==> config.mk <==
export PLATFORM = sky130hd
export DESIGN_NAME = pdh_top
export DESIGN_NICKNAME = d
export VERILOG_FILES = /design/src/pkg/pdh_pkg.sv /design/src/hw/pdh_sync.sv /design/src/hw/pdh_top.sv
export SDC_FILE = /design/constraint.sdc
export NUM_CORES = 1
export LEC_CHECK = 0
export ABC_CLOCK_PERIOD_IN_PS = 3860
export BUFFER_PORTS_ARGS = -buffer_cell sky130_fd_sc_hd__buf_4
export CAP_MARGIN = 20
export CORE_ASPECT_RATIO = 0.75
export CORE_MARGIN = 2
export CORE_UTILIZATION = 56
export CTS_CLUSTER_SIZE = 25
export DETAILED_ROUTE_END_ITERATION = 12
export PLACE_DENSITY = 0.83
export SLEW_MARGIN = 10
export SYNTH_ARGS = -nofsm -noshare
export SYNTH_HDL_FRONTEND = slang
export SYNTH_SLANG_ARGS = --single-unit
==> constraint.sdc <==
create_clock -name clk -period 3.86 [get_ports clk]
set_clock_uncertainty 0.05 [all_clocks]
set_input_delay 1.158 -clock clk [delete_from_list [all_inputs] [get_ports clk]]
set_output_delay 1.158 -clock clk [all_outputs]
set_load 0.02 [all_outputs]
==> src/pkg/pdh_pkg.sv <==
// ****************************************************************
// constants for the pin power-down hold block
// ****************************************************************
package pdh_pkg;

   // pad group width
   localparam int unsigned PIN_W = 8;

   // clock period
   localparam int unsigned CLK_PERIOD_NS = 100;

   // longest time from sleep release to valid inputs and outputs
   localparam int unsigned WAKE_TIME_NS = 1000;
   // a longest time rounds down, never below one cycle
   localparam int unsigned WAKE_CYC_RAW = WAKE_TIME_NS / CLK_PERIOD_NS;
   localparam int unsigned WAKE_CYC     = (WAKE_CYC_RAW < 1) ? 1 : WAKE_CYC_RAW;
   localparam int unsigned WAKE_W       = $clog2(WAKE_CYC + 1);

   // partner timing around the sleep edge, kept for reference by the bench
   localparam int unsigned ENTRY_SETUP_NS = 15;
   localparam int unsigned ENTRY_DONE_NS  = 25;

   // reset values
   localparam logic [PIN_W-1:0]  PIN_RST  = 8'h00;
   localparam logic [WAKE_W-1:0] WAKE_RST = '0;

   typedef enum logic [1:0] {
      PDH_RUN,
      PDH_HOLD,
      PDH_WAKE
   } pdh_state_e;

endpackage

==> src/hw/pdh_sync.sv <==
`timescale 1ns/1ps
// ****************************************************************
// two-stage synchroniser for asynchronous pad levels
// ****************************************************************
module pdh_sync #(
   parameter int unsigned WIDTH = 1
) (
   input  wire logic             clk,
   input  wire logic             rst_b,
   input  wire logic             clk_en,
   input  wire logic [WIDTH-1:0] async_i,
   output logic      [WIDTH-1:0] sync_o
);

   logic [WIDTH-1:0] meta_q;
   logic [WIDTH-1:0] meta_d;
   logic [WIDTH-1:0] sync_q;
   logic [WIDTH-1:0] sync_d;

   // first stage feeds only the second
   always_comb begin
      meta_d = clk_en ? async_i : meta_q;
      sync_d = clk_en ? meta_q : sync_q;
   end

   always_ff @(posedge clk or negedge rst_b) begin
      if (!rst_b) begin
         meta_q <= '0;
         sync_q <= '0;
      end else begin
         meta_q <= meta_d;
         sync_q <= sync_d;
      end
   end

   assign sync_o = sync_q;

endmodule

==> src/hw/pdh_top.sv <==
`timescale 1ns/1ps
// ****************************************************************
// pin power-down hold
// ****************************************************************

// Overview of operation
// power-down is optional; only when enabled does the pin request sleep
// hold while the sleep pin is high, leave when it falls low
// outputs, registers and logic state are frozen during hold
// a pad tri-stated at hold entry stays tri-stated until exit
// all inputs except the sleep pin are ignored during hold
// pad keepers stay active and retain each pad's last level
// the enable comes only from configuration, fixed after reset
// with the feature enabled, the sleep pin's array input is unavailable
// partner keeps inputs, enables, clocks valid 15 ns before sleep rises
// partner may change inputs only 25 ns after sleep rises
// partner allows up to 1 us after sleep falls before inputs count
// outputs are valid again within 1 us after sleep falls
module pdh_top (
   input  wire logic                      clk,
   input  wire logic                      rst_b,
   input  wire logic                      clk_en,
   input  wire logic                      cfg_pd_enable,
   input  wire logic                      sleep_request_pin,
   input  wire logic [pdh_pkg::PIN_W-1:0] pad_i,
   input  wire logic [pdh_pkg::PIN_W-1:0] core_out,
   input  wire logic [pdh_pkg::PIN_W-1:0] core_oe,
   output logic      [pdh_pkg::PIN_W-1:0] pad_o,
   output logic      [pdh_pkg::PIN_W-1:0] pad_oe,
   output logic      [pdh_pkg::PIN_W-1:0] core_in,
   output logic                           sleep_array_in,
   output logic                           hold_active
);

   // ****************************************************************
   // pad synchronisers
   // ****************************************************************
   logic                      sleep_s;
   logic [pdh_pkg::PIN_W-1:0] pad_s;

   pdh_sync #(
      .WIDTH (pdh_pkg::PIN_W + 1)
   ) u_sync (
      .clk     (clk),
      .rst_b   (rst_b),
      .clk_en  (clk_en),
      .async_i ({sleep_request_pin, pad_i}),
      .sync_o  ({sleep_s, pad_s})
   );

   // ****************************************************************
   // configuration capture
   // ****************************************************************
   logic cfg_en_q;
   logic cfg_en_d;
   logic cfg_done_q;
   logic cfg_done_d;

   // latched once after reset
   // a strap cannot be taken under reset, so the first enabled edge loads it
   always_comb begin
      cfg_en_d   = cfg_en_q;
      cfg_done_d = cfg_done_q;
      if (clk_en && !cfg_done_q) begin
         cfg_en_d   = cfg_pd_enable;
         cfg_done_d = 1'b1;
      end
   end

   always_ff @(posedge clk or negedge rst_b) begin
      if (!rst_b) begin
         cfg_en_q   <= 1'b0;
         cfg_done_q <= 1'b0;
      end else begin
         cfg_en_q   <= cfg_en_d;
         cfg_done_q <= cfg_done_d;
      end
   end

   // ****************************************************************
   // hold sequencing
   // ****************************************************************
   pdh_pkg::pdh_state_e              state_q;
   pdh_pkg::pdh_state_e              state_d;
   logic [pdh_pkg::WAKE_W-1:0]       wake_q;
   logic [pdh_pkg::WAKE_W-1:0]       wake_d;
   logic                             sleep_req;

   // sleep request honoured only when the option is configured
   assign sleep_req = cfg_en_q & cfg_done_q & sleep_s;

   // wake settles inputs for the partner's recovery time;
   // a new sleep request during wake goes straight back to hold
   always_comb begin
      state_d = state_q;
      wake_d  = wake_q;
      if (clk_en) begin
         unique case (state_q)
            // enter hold
            pdh_pkg::PDH_RUN: begin
               if (sleep_req) begin
                  state_d = pdh_pkg::PDH_HOLD;
               end
            end
            // leave hold on falling request
            pdh_pkg::PDH_HOLD: begin
               if (!sleep_req) begin
                  state_d = pdh_pkg::PDH_WAKE;
                  wake_d  = pdh_pkg::WAKE_W'(pdh_pkg::WAKE_CYC - 1);
               end
            end
            // input recovery window
            pdh_pkg::PDH_WAKE: begin
               if (sleep_req) begin
                  state_d = pdh_pkg::PDH_HOLD;
               end else if (wake_q == pdh_pkg::WAKE_RST) begin
                  state_d = pdh_pkg::PDH_RUN;
               end else begin
                  wake_d = wake_q - 1'b1;
               end
            end
         endcase
      end
   end

   always_ff @(posedge clk or negedge rst_b) begin
      if (!rst_b) begin
         state_q <= pdh_pkg::PDH_RUN;
         wake_q  <= pdh_pkg::WAKE_RST;
      end else begin
         state_q <= state_d;
         wake_q  <= wake_d;
      end
   end

   // ****************************************************************
   // pad keepers, input gating and output registers
   // ****************************************************************
   logic [pdh_pkg::PIN_W-1:0] keep_q;
   logic [pdh_pkg::PIN_W-1:0] keep_d;
   logic [pdh_pkg::PIN_W-1:0] out_q;
   logic [pdh_pkg::PIN_W-1:0] out_d;
   logic [pdh_pkg::PIN_W-1:0] oe_q;
   logic [pdh_pkg::PIN_W-1:0] oe_d;
   logic                      arr_q;
   logic                      arr_d;
   logic                      hold_q;
   logic                      hold_d;
   logic                      frozen;
   logic                      take_in;

   // frozen from the edge that sees the request, so nothing moves after it
   assign frozen  = sleep_req || (state_q == pdh_pkg::PDH_HOLD);
   // inputs are trusted again only after the recovery window
   assign take_in = !frozen && (state_q == pdh_pkg::PDH_RUN);

   always_comb begin
      keep_d = keep_q;
      out_d  = out_q;
      oe_d   = oe_q;
      arr_d  = arr_q;
      hold_d = hold_q;
      if (clk_en) begin
         hold_d = frozen;
         // keepers retain the last pad level; no update in hold
         if (take_in) begin
            keep_d = pad_s;
         end
         // output values frozen; enables frozen too
         // outputs never go invalid, core drives resume at once
         if (!frozen) begin
            out_d = core_out;
            oe_d  = core_oe;
         end
         // pin array input reads zero when it serves as sleep request
         arr_d = cfg_en_q ? 1'b0 : sleep_s;
      end
   end

   always_ff @(posedge clk or negedge rst_b) begin
      if (!rst_b) begin
         keep_q <= pdh_pkg::PIN_RST;
         out_q  <= pdh_pkg::PIN_RST;
         oe_q   <= pdh_pkg::PIN_RST;
         arr_q  <= 1'b0;
         hold_q <= 1'b0;
      end else begin
         keep_q <= keep_d;
         out_q  <= out_d;
         oe_q   <= oe_d;
         arr_q  <= arr_d;
         hold_q <= hold_d;
      end
   end

   // outputs straight from flip-flops
   assign pad_o          = out_q;
   assign pad_oe         = oe_q;
   assign core_in        = keep_q;
   assign sleep_array_in = arr_q;
   assign hold_active    = hold_q;

endmodule

# Word-level counts from Yosys, hierarchy flattened
# Cells that the tools add are included.
[totals] output_inout_bits=26 regBits=52 inputBits=29
[classes] n_bitwise=3 addsub=1 eq_ne=7 reduce_logical=12 muxes=10
[op_table] operator="two-way mux 4 bit" count=3
[op_table] operator="two-way mux 2 bit" count=4
[op_table] operator="inequality test 2 bit (second input constant)" count=4
[op_table] operator="case mux 4 bit (2 select lines)" count=1
[op_table] operator="case mux 2 bit (3 select lines)" count=1
[op_table] operator="AND reduction 5 bit" count=1
[op_table] operator="logical NOT 4 bit" count=1
[op_table] operator="AND reduction 2 bit" count=2
[op_table] operator="AND reduction 4 bit" count=1
[op_table] operator="subtractor 4 x 1 -> 4 bit (second input constant)" count=1
[op_table] operator="inequality test 3 bit (second input constant)" count=1
[op_table] operator="AND 1 bit" count=2
[op_table] operator="equality test 2 x 1 -> 1 bit (second input constant)" count=1
[op_table] operator="equality test 2 bit (second input constant)" count=1
[op_table] operator="logical AND 1 bit" count=2
[op_table] operator="logical NOT 1 bit" count=2
[op_table] operator="logical NOT 2 bit" count=1
[op_table] operator="nonzero test 2 bit" count=1
[op_table] operator="logical OR 1 bit" count=1
[op_table] operator="two-way mux 1 bit" count=1
[op_table] operator="NOT 1 bit" count=1

# Depth between registers and ports, before layout
# Gate-level depths: netlist of run 1.
[depth] ltp_word=6 ltp_mapped=5 depth_no_buf=5

# Hierarchy
# From an unflattened synthesis of run 1, not the netlist that was laid out.
[hier_totals] cells_unflattened=142 area_unflattened_um2=2167.1
[modules_own_cells] mod="pdh_top" area_each_um2=1445.1 cells_each=104 instances=1
[modules_own_cells] mod="pdh_sync" area_each_um2=721.9 cells_each=38 instances=1

# Least setup slack after synthesis of run 1
# OpenSTA, ideal clock, no wires.
[synth_path] path_kind="input -> register" start="input clk_en" end="register keep_q, in the netlist core_in[0]" path_buffers=2 cell_stages=5 t_arrival_ns=2.113 path_slack_ns=1.572 setup_ns=0.125 required_ns=3.685 cell_sequence="buf_2 -> nand2b_1 -> or3_1 -> buf_6 -> mux2_4"
[synth_via] elab_chain_len=1
[synth_rtl] element="start: declaration" line="pdh_top.sv:22" rtl="input wire logic clk_en,"
[synth_rtl] element="AND reduction 2 bit (no line)"
[synth_rtl] element="end signal: assignment" line="pdh_top.sv:182" rtl="keep_q <= pdh_pkg::PIN_RST;"
[synth_rtl] element="end signal: assignment" line="pdh_top.sv:188" rtl="keep_q <= keep_d;"
[synth_rtl] element="end: declaration" line="pdh_top.sv:139" rtl="logic [pdh_pkg::PIN_W-1:0] keep_q;"
# Every way passes these cells.
# A chain may end at the register's enable or synchronous reset.

# Worst setup path after layout of run 1
[layout_path] start="input clk_en" end="register keep_q, in the netlist core_in[6]"
# Same word-level chain as after synthesis.

==> results of run 1 <==
## routing by layer
layer,part of all wire,vias to the layer above
met5,0,-
met4,0.010,0
met3,0.041,4
met2,0.52,33
met1,0.43,710
li1,-,649
## kinds of logic after synthesis
logic type	count (synthesis)	synth area share
DFF	52	0.592
and+or+nand+nor	28	0.0916
muxes	43	0.234
AOI/OAI and AO/OA	12	0.0433
buffers and inverters	13	0.0279
adders and majority gates	2	0.0114
## cells in the mapped netlist (2+ instances only)
library cell | count | share of area
dfrtp_1 | 52 | 0.59
mux2_2 | 35 | 0.18
mux2_4 | 8 | 0.055
inv_1 | 5 | 0.0085
buf_2 | 4 | 0.0091
clkbuf_1 | 3 | 0.0051
nor2b_1 | 3 | 0.0085
nor3b_1 | 3 | 0.010
ha_1 | 2 | 0.011
nand2_1 | 2 | 0.0034
nand2b_1 | 2 | 0.0057
nand3_2 | 2 | 0.0091
nand3b_1 | 2 | 0.0068
nand4_1 | 2 | 0.0057
nor3_1 | 2 | 0.0046
## worst min path at each step
stage / from / to / depth (start not counted)
final: u_sync.sync_o[7] / core_in[7] / 1
after global routing: u_sync.meta_q[1] / u_sync.meta_q[1] / 1
after CTS: u_sync.sync_o[7] / core_in[7] / 1
after detailed placement: u_sync.meta_q[7] / u_sync.sync_o[7] / 1
after global placement: hold_active / hold_active / 1
after floorplan: u_sync.meta_q[8] / u_sync.meta_q[8] / 1
## stage by stage
stage	hold slack, ps	instance area, µm²	std cells
floorplan	425	2200	150
global placement	424	2630	248
detailed placement	443	2630	248
CTS	459	2760	255
global route	484	2760	255
finish	455	2760	255
## power by group
| part | internal [mW] | leakage [nW] | switching (mW) |
|---|---|---|---|
| Sequential | 0.697 | 0.606 | 0.124 |
| Combinational | 0.349 | 0.604 | 0.306 |
| Clock | 0.255 | 0.0642 | 0.166 |
| Total | 1.30 | 1.27 | 0.596 |
## cell type report
| type | count | area, µm² | area share |
|---|---|---|---|
| Sequential cell | 52 | 1300 | 0.472 |
| Multi-Input combinational cell | 85 | 836 | 0.303 |
| Timing Repair Buffer | 54 | 405 | 0.147 |
| Clock buffer | 5 | 68.8 | 0.0250 |
| Tap cell | 52 | 65.1 | 0.0236 |
| Clock inverter | 2 | 60.1 | 0.0218 |
| Inverter | 5 | 18.8 | 0.00681 |
## worst register-to-register path, delay by kind of cell, from the launching register on
kind | cells | cell delay, ps
muxes | 1 | 370
DFF | 1 | 520
and+or+nand+nor | 2 | 790
## state kept, by name, summed over array words and instances, names as in the netlist
name            count
pad_oe              8
wake_q              4
pad_o               8
core_in             8
cfg_en_q            1
state_q             2
u_sync.sync_o       9
hold_active         1
sleep_array_in      1
cfg_done_q          1
u_sync.meta_q       9
==> flow_summary.json, run 1 <==
{
  "cts_resized": 0,
  "period_share": 0.631,
  "crit_slowest_cell": "or3_1",
  "clkTransAtPathRegs_ps": 90,
  "holdCritPathClass": "reg -> reg",
  "outcome": "finished, final reports clean",
  "globalplace.congestion": 0.770,
  "p_leak_nw": 1.27,
  "hold_violations": 0,
  "fp.dieH_um": 58.3,
  "cts.hold.buffers_added": 0,
  "cts.path.max_buffers": 2,
  "peakVddDrop_uv": 424,
  "antenna_found_initial": 0,
  "diodes": 0,
  "layout_common_cells": "54 x buf_4, 52 x dfrtp_1, 35 x mux2_2",
  "vias": 1396,
  "synthToLayoutAreaGrowth_pct": 25.3,
  "timing_max_transition_violations_final": 0,
  "global_route.usage.met1": 0.250,
  "avgViaCountPerCell": 5.47,
  "synth-edff-count": 0,
  "initial_utilization": 0.593,
  "place_ws_ps": 1120,
  "crit_end": "core_in[6]",
  "power.density_mw_per_mm2": 689,
  "final_common_cell": "buf_4",
  "worstSetupEndpointType": "flop",
  "slew_headroom": 0.590,
  "ys_async_sr_fraction": 1.00,
  "r2r_slack_ps": 2010,
  "portBuffers": 54,
  "grt_overflow": 0,
  "yosys_warnings": 0,
  "setup_ws_ps": 1420,
  "max_freq_mhz": 410,
  "yosysSeqAreaShare": 0.592,
  "post_drt_wl_per_cell_um": 16.3,
  "cts_root_buf": "clkbuf_8",
  "grt_max_degree": 53,
  "path_cells": "buf_4, nand2b_1, or3_1, mux2_4",
  "min_period_ps": 2440,
  "die-area_mm2": 0.00445,
  "first_global_vias": 1450,
  "synth_cell_types": 38,
  "ant_nets": 0,
  "slowest_delay_ps": 550,
  "rsz0062_at_grt": "false",
  "fin_setup_tns_ps": 0,
  "r2r_end": "core_in[6]",
  "path_max_fanout": 36,
  "drt_pass1_iterations": 4,
  "n_fill_cell": 256,
  "ys_ff_latch": 52,
  "drt_iter0_drc": 74,
  "final_nets": 234,
  "use_met3": 0.0748,
  "synth_nets": 181,
  "total_power_mw": 1.90,
  "regToRegStartpoint": "state_q[1]",
  "dp_hpwl_mm": 2.86,
  "grt_busiest_layer": "met2",
  "synth_ff_type": "dfrtp_1",
  "required_ps": 3990,
  "wl_mm": 4.16,
  "floorplan.rows": 19,
  "synthCells": 150,
  "path_class": "in -> reg",
  "drv_cap": 0,
  "io_pins": 55,
  "cts_tree": "built",
  "drc": 0,
  "core_area_mm2": 0.00371,
  "start_kind": "input pin",
  "path_depth": 4,
  "post_cts_buffers": 0,
  "drive_gt1_frac": 0.547,
  "insertion_delay_ps": 300,
  "track_usage": 0.206,
  "crit_start": "clk_en",
  "setup_viol": 0,
  "crit_family": "simple AND/OR/NAND/NOR gates",
  "r2r_cells": 3,
  "grt_pass1_wl_mm": 6.85,
  "htree_levels": 2,
  "grt_use_met2": 0.340,
  "worst_pin_slew_ps": 615,
  "numCtsBuffers": 5,
  "syn-cell-area_mm2": 0.00220,
  "syn_avg_cell_area_um2": 14.7,
  "cp.arrival_ps": 2570,
  "die_w_um": 76.3,
  "numClockSinks": 52,
  "path_buf_inv": 1,
  "final_util": 0.743
}
(Power assumes the default switching activity.)
==> run 2, diff against run 1 <==
Settings changed: ABC_CLOCK_PERIOD_IN_PS 3860 to 2500, CORE_UTILIZATION 56 to 52, PLACE_DENSITY 0.83 to 0.78.
Clock period 3.86 ns to 2.5 ns, I/O delays scaled along.
==> flow_summary.json, run 2 (synthesis gave the netlist of run 1 again) <==
{
  "fin_area_mm2": 0.00273,
  "floorplan.rows": 20,
  "placedInstanceArea_mm2": 0.00264,
  "portBuffers": 54,
  "pwr-share-clk": 0.176,
  "diodes": 0,
  "outcome": "finished, final reports clean",
  "r2r_cells": 3,
  "drt_pass1_iterations": 4,
  "holdCritPathClass": "in -> async",
  "hold_violations": 0,
  "grt_overflow": 0,
  "first_global_vias": 1327,
  "grt_max_degree": 53,
  "period_share": 0.741,
  "p_int_mw": 1.84,
  "fin_setup_tns_ps": 0,
  "timing_max_transition_violations_final": 0,
  "drt_iter0_drc": 49,
  "power.density_mw_per_mm2": 1010,
  "track_usage": 0.174,
  "core_area_mm2": 0.00405,
  "setup_viol": 0,
  "drv_cap": 0,
  "grt_pass1_wl_mm": 6.33,
  "path_max_fanout": 13,
  "ant_nets": 0,
  "pwr-share-comb": 0.367,
  "dp_hpwl_mm": 2.79,
  "path_class": "reg -> reg",
  "final_nets": 235,
  "peakVddDrop_uv": 584,
  "numClockSinks": 52,
  "cp.arrival_ps": 1990,
  "post_cts_buffers": 0,
  "swShare": 0.332,
  "rsz0062_at_grt": "false",
  "slew_headroom": 0.573,
  "initial_utilization": 0.542,
  "p_leak_nw": 1.26,
  "avgViaCountPerCell": 5.24,
  "cts.hold.buffers_added": 0,
  "start_kind": "flop",
  "htree_levels": 2,
  "cts.path.max_buffers": 2,
  "synthToLayoutAreaGrowth_pct": 24.2,
  "wl_mm": 3.96,
  "worst_pin_slew_ps": 641,
  "die_w_um": 79.1,
  "path_buf_inv": 0,
  "post_drt_wl_per_cell_um": 15.2,
  "cts_resized": 0,
  "r2r_slack_ps": 650,
  "cts_root_buf": "clkbuf_8",
  "worstSetupEndpointType": "flop",
  "min_period_ps": 1850,
  "path_cells": "nand2b_1, or3_1, mux2_4",
  "total_power_mw": 2.76,
  "path_depth": 3,
  "crit_slowest_cell": "or3_1",
  "r2r_end": "core_in[2]",
  "cts_tree": "built",
  "required_ps": 2640,
  "drc": 0,
  "antenna_found_initial": 0,
  "layout_common_cells": "55 x buf_4, 52 x dfrtp_1, 35 x mux2_2",
  "vias": 1363,
  "switchingPower_mw": 0.916,
  "globalplace.congestion": 0.780,
  "crit_family": "simple AND/OR/NAND/NOR gates",
  "insertion_delay_ps": 290,
  "seq_power_share": 0.457,
  "numCtsBuffers": 5,
  "clkTransAtPathRegs_ps": 90,
  "die-area_mm2": 0.00477,
  "io_pins": 55,
  "crit_start": "state_q[1]",
  "regToRegStartpoint": "state_q[1]",
  "max_freq_mhz": 540,
  "fp.dieH_um": 60.3,
  "slowest_delay_ps": 550,
  "final_common_cell": "buf_4",
  "drive_gt1_frac": 0.546,
  "crit_end": "core_in[2]"
}
[run 2: changes by cell type in the layout (fill, tap and decap cells not counted)]
| cell | before | now |
|---|---|---|
| bufinv_16 | 2 | 0 |
| buf_4 | 54 | 55 |
| clkbuf_1 | 0 | 1 |
| clkbuf_8 | 5 | 6 |
| clkinvlp_4 | 0 | 1 |
[run 2: worst min-delay path by stage]
stage / start / to / cells past startpoint
after CTS: rst_b / pad_oe[1] / 1
after floorplan: rst_b / cfg_done_q / 0
after global routing: hold_active / hold_active / 1
after global placement: u_sync.meta_q[0] / u_sync.sync_o[0] / 1
after detailed placement: hold_active / hold_active / 1
final: rst_b / u_sync.meta_q[0] / 1
[run 2: stage by stage]
| step | hold WS [ps] | utilization | worst slack [ps] | instances |
|---|---|---|---|---|
| final | 423 | 0.674 | 647 | 260 |
| after global routing | 469 | 0.674 | 568 | 260 |
| after CTS | 441 | 0.674 | 659 | 260 |
| after detailed placement | 435 | 0.651 | 463 | 252 |
| after global placement | 431 | 0.651 | 525 | 252 |
| after floorplan | 404 | - | 620 | 150 |
[run 2: power groups by stage]
stage / combinational [mW] / sequential, mW / clock [mW]
2_1_floorplan: 0.472 / 1.41 / 0
3_3_place_gp: 0.982 / 1.26 / 0
3_5_place_dp: 1.02 / 1.27 / 0
4_1_cts: 1.02 / 1.26 / 0.496
5_1_grt: 1.07 / 1.30 / 0.527
6_report: 1.01 / 1.26 / 0.485
[run 2: layout make-up]
type | instances | area, µm²
Timing Repair Buffer | 55 | 413
Fill cell | 314 | 1320
Multi-Input combinational cell | 85 | 836
Clock inverter | 1 | 7.51
Tap cell | 55 | 68.8
Sequential cell | 52 | 1300
Clock buffer | 7 | 86.3
Inverter | 5 | 18.8
[run 2: per-layer routing]
| metal | GRT usage | part of all wire | vias to the layer above | wire [µm] |
|---|---|---|---|---|
| met3 | 0.0529 | 0.047 | 4 | 185 |
| met4 | 0.0517 | 0.0091 | 0 | 36 |
| met2 | 0.269 | 0.49 | 27 | 1940 |
| met5 | 0 | 0 | - | 0 |
| met1 | 0.244 | 0.45 | 691 | 1800 |
| li1 | - | - | 641 | - |
==> run 3, diff against run 2 <==
Settings changed: ABC_CLOCK_PERIOD_IN_PS 2500 to 1700, CORE_UTILIZATION 52 to 47, PLACE_DENSITY 0.78 to 0.75.
Clock period 2.5 ns to 1.7 ns, I/O delays scaled along.
==> flow_summary.json, run 3 (synthesis gave the netlist of run 1 again) <==
{
  "diodes": 0,
  "antenna_found_initial": 0,
  "path_cells": "and3_4, or3_1, buf_4, mux2_4",
  "final_common_cell": "buf_4",
  "insertion_delay_ps": 300,
  "track_usage": 0.166,
  "numClockSinks": 52,
  "ant_nets": 0,
  "crit_slowest_cell": "dfrtp_1",
  "final_nets": 249,
  "drt_iter0_drc": 71,
  "cts_tree": "built",
  "p_leak_nw": 1.35,
  "rsz0062_at_grt": "false",
  "holdCritPathClass": "in -> async",
  "multi_input_area_um2": 841,
  "grt_max_degree": 53,
  "cts.path.max_buffers": 2,
  "drc": 0,
  "peakVddDrop_uv": 740,
  "cts_root_buf": "clkbuf_8",
  "placedInstanceArea_mm2": 0.00275,
  "path_max_fanout": 8,
  "start_kind": "flop",
  "io_pins": 55,
  "worst_pin_slew_ps": 616,
  "core_area_mm2": 0.00449,
  "max_freq_mhz": 622,
  "grt_use_met2": 0.287,
  "vias": 1441,
  "portBuffers": 54,
  "slowest_delay_ps": 430,
  "drt_pass1_iterations": 4,
  "timing_max_transition_violations_final": 0,
  "seqCellArea_mm2": 0.00130,
  "cp.arrival_ps": 1750,
  "cts.hold.buffers_added": 0,
  "post_drt_wl_per_cell_um": 14.7,
  "die_w_um": 83.0,
  "hold_violations": 0,
  "grt_overflow": 0,
  "grt_busiest_layer": "met2",
  "fp.dieH_um": 63.2,
  "worstSetupEndpointType": "flop",
  "power.density_mw_per_mm2": 1510,
  "path_class": "reg -> reg",
  "layout_common_cells": "67 x buf_4, 52 x dfrtp_1, 35 x mux2_2",
  "floorplan.rows": 21,
  "globalplace.congestion": 0.746,
  "use_met3": 0.0419,
  "grt_pass1_wl_mm": 6.98,
  "synthToLayoutAreaGrowth_pct": 31.3,
  "fin_area_mm2": 0.00289,
  "drv_cap": 0,
  "outcome": "finished, final reports clean",
  "n_fill_cell": 325,
  "global_route.usage.met1": 0.203,
  "clkTransAtPathRegs_ps": 90,
  "first_global_vias": 1492,
  "htree_levels": 2,
  "min_period_ps": 1610,
  "numCtsBuffers": 5,
  "slew_headroom": 0.589,
  "dp_hpwl_mm": 2.98,
  "setup_viol": 0,
  "fin_setup_tns_ps": 0,
  "required_ps": 1840,
  "die-area_mm2": 0.00525,
  "initial_utilization": 0.489,
  "period_share": 0.945,
  "wl_mm": 4.07,
  "avgViaCountPerCell": 5.22,
  "drive_gt1_frac": 0.589
}
-- run 3: metrics by stage --
| stage | hold slack (ps) | total power [mW] | worst slack, ps | util | cells |
|---|---|---|---|---|---|
| floorplan | 164 | 2.77 | 25.3 | - | 150 |
| global placement | 419 | 3.41 | 39.1 | 0.612 | 265 |
| detailed placement | 440 | 3.48 | -20.7 | 0.612 | 265 |
| CTS | 184 | 4.37 | 3.08 | 0.640 | 275 |
| global route | 215 | 4.60 | 38.5 | 0.642 | 276 |
| finish | 167 | 4.35 | 93.4 | 0.642 | 276 |
-- run 3: routing by layer --
metal	part of all wire	wire, µm
met5	0	0
met4	0.017	68
met3	0.036	147
met2	0.53	2170
met1	0.41	1680
-- run 3: worst paths after layout --
path | endpoint | depth (start not counted) | slack (ps) | startpoint
max | core_in[4] | 4 | 90 | cfg_done_q
min | u_sync.sync_o[0] | 1 | 170 | rst_b
max reg2reg | core_in[4] | 4 | 90 | cfg_done_q
min reg2reg | hold_active | 1 | 460 | hold_active
max in group asynchronous | u_sync.sync_o[7] | 1 | 1020 | rst_b
min in group clk | u_sync.meta_q[5] | 2 | 380 | pad_i[5]
-- run 3: layout make-up --
cell class | instances | area share
clock buffer | 6 | 0.0251
clock inverter | 2 | 0.0134
inverter | 5 | 0.00650
multi-input combinational | 85 | 0.291
sequential | 52 | 0.451
tap | 57 | 0.0247
timing repair buffer | 69 | 0.188
-- run 3: worst max-delay path, delay by kind of cell (launching register included) --
| family | cells | cell delay, ps |
|---|---|---|
| AND/OR/NAND/NOR | 2 | 520 |
| flip-flops | 1 | 430 |
| multiplexers | 1 | 300 |
| buffers and inverters | 1 | 190 |
-- run 3: what timing repair did --
item / CTS / global route
gates resized for setup: 1 / 3
endpoints found under the setup margin: 1 / 2
pin swaps: 1 / 1
buffers inserted: 2 / 1
-- run 3: power by group --
part           switching [mW]  internal, mW
Clock                   0.397         0.445
Sequential              0.212          1.58
Combinational           0.775         0.940
Total                    1.39          2.97
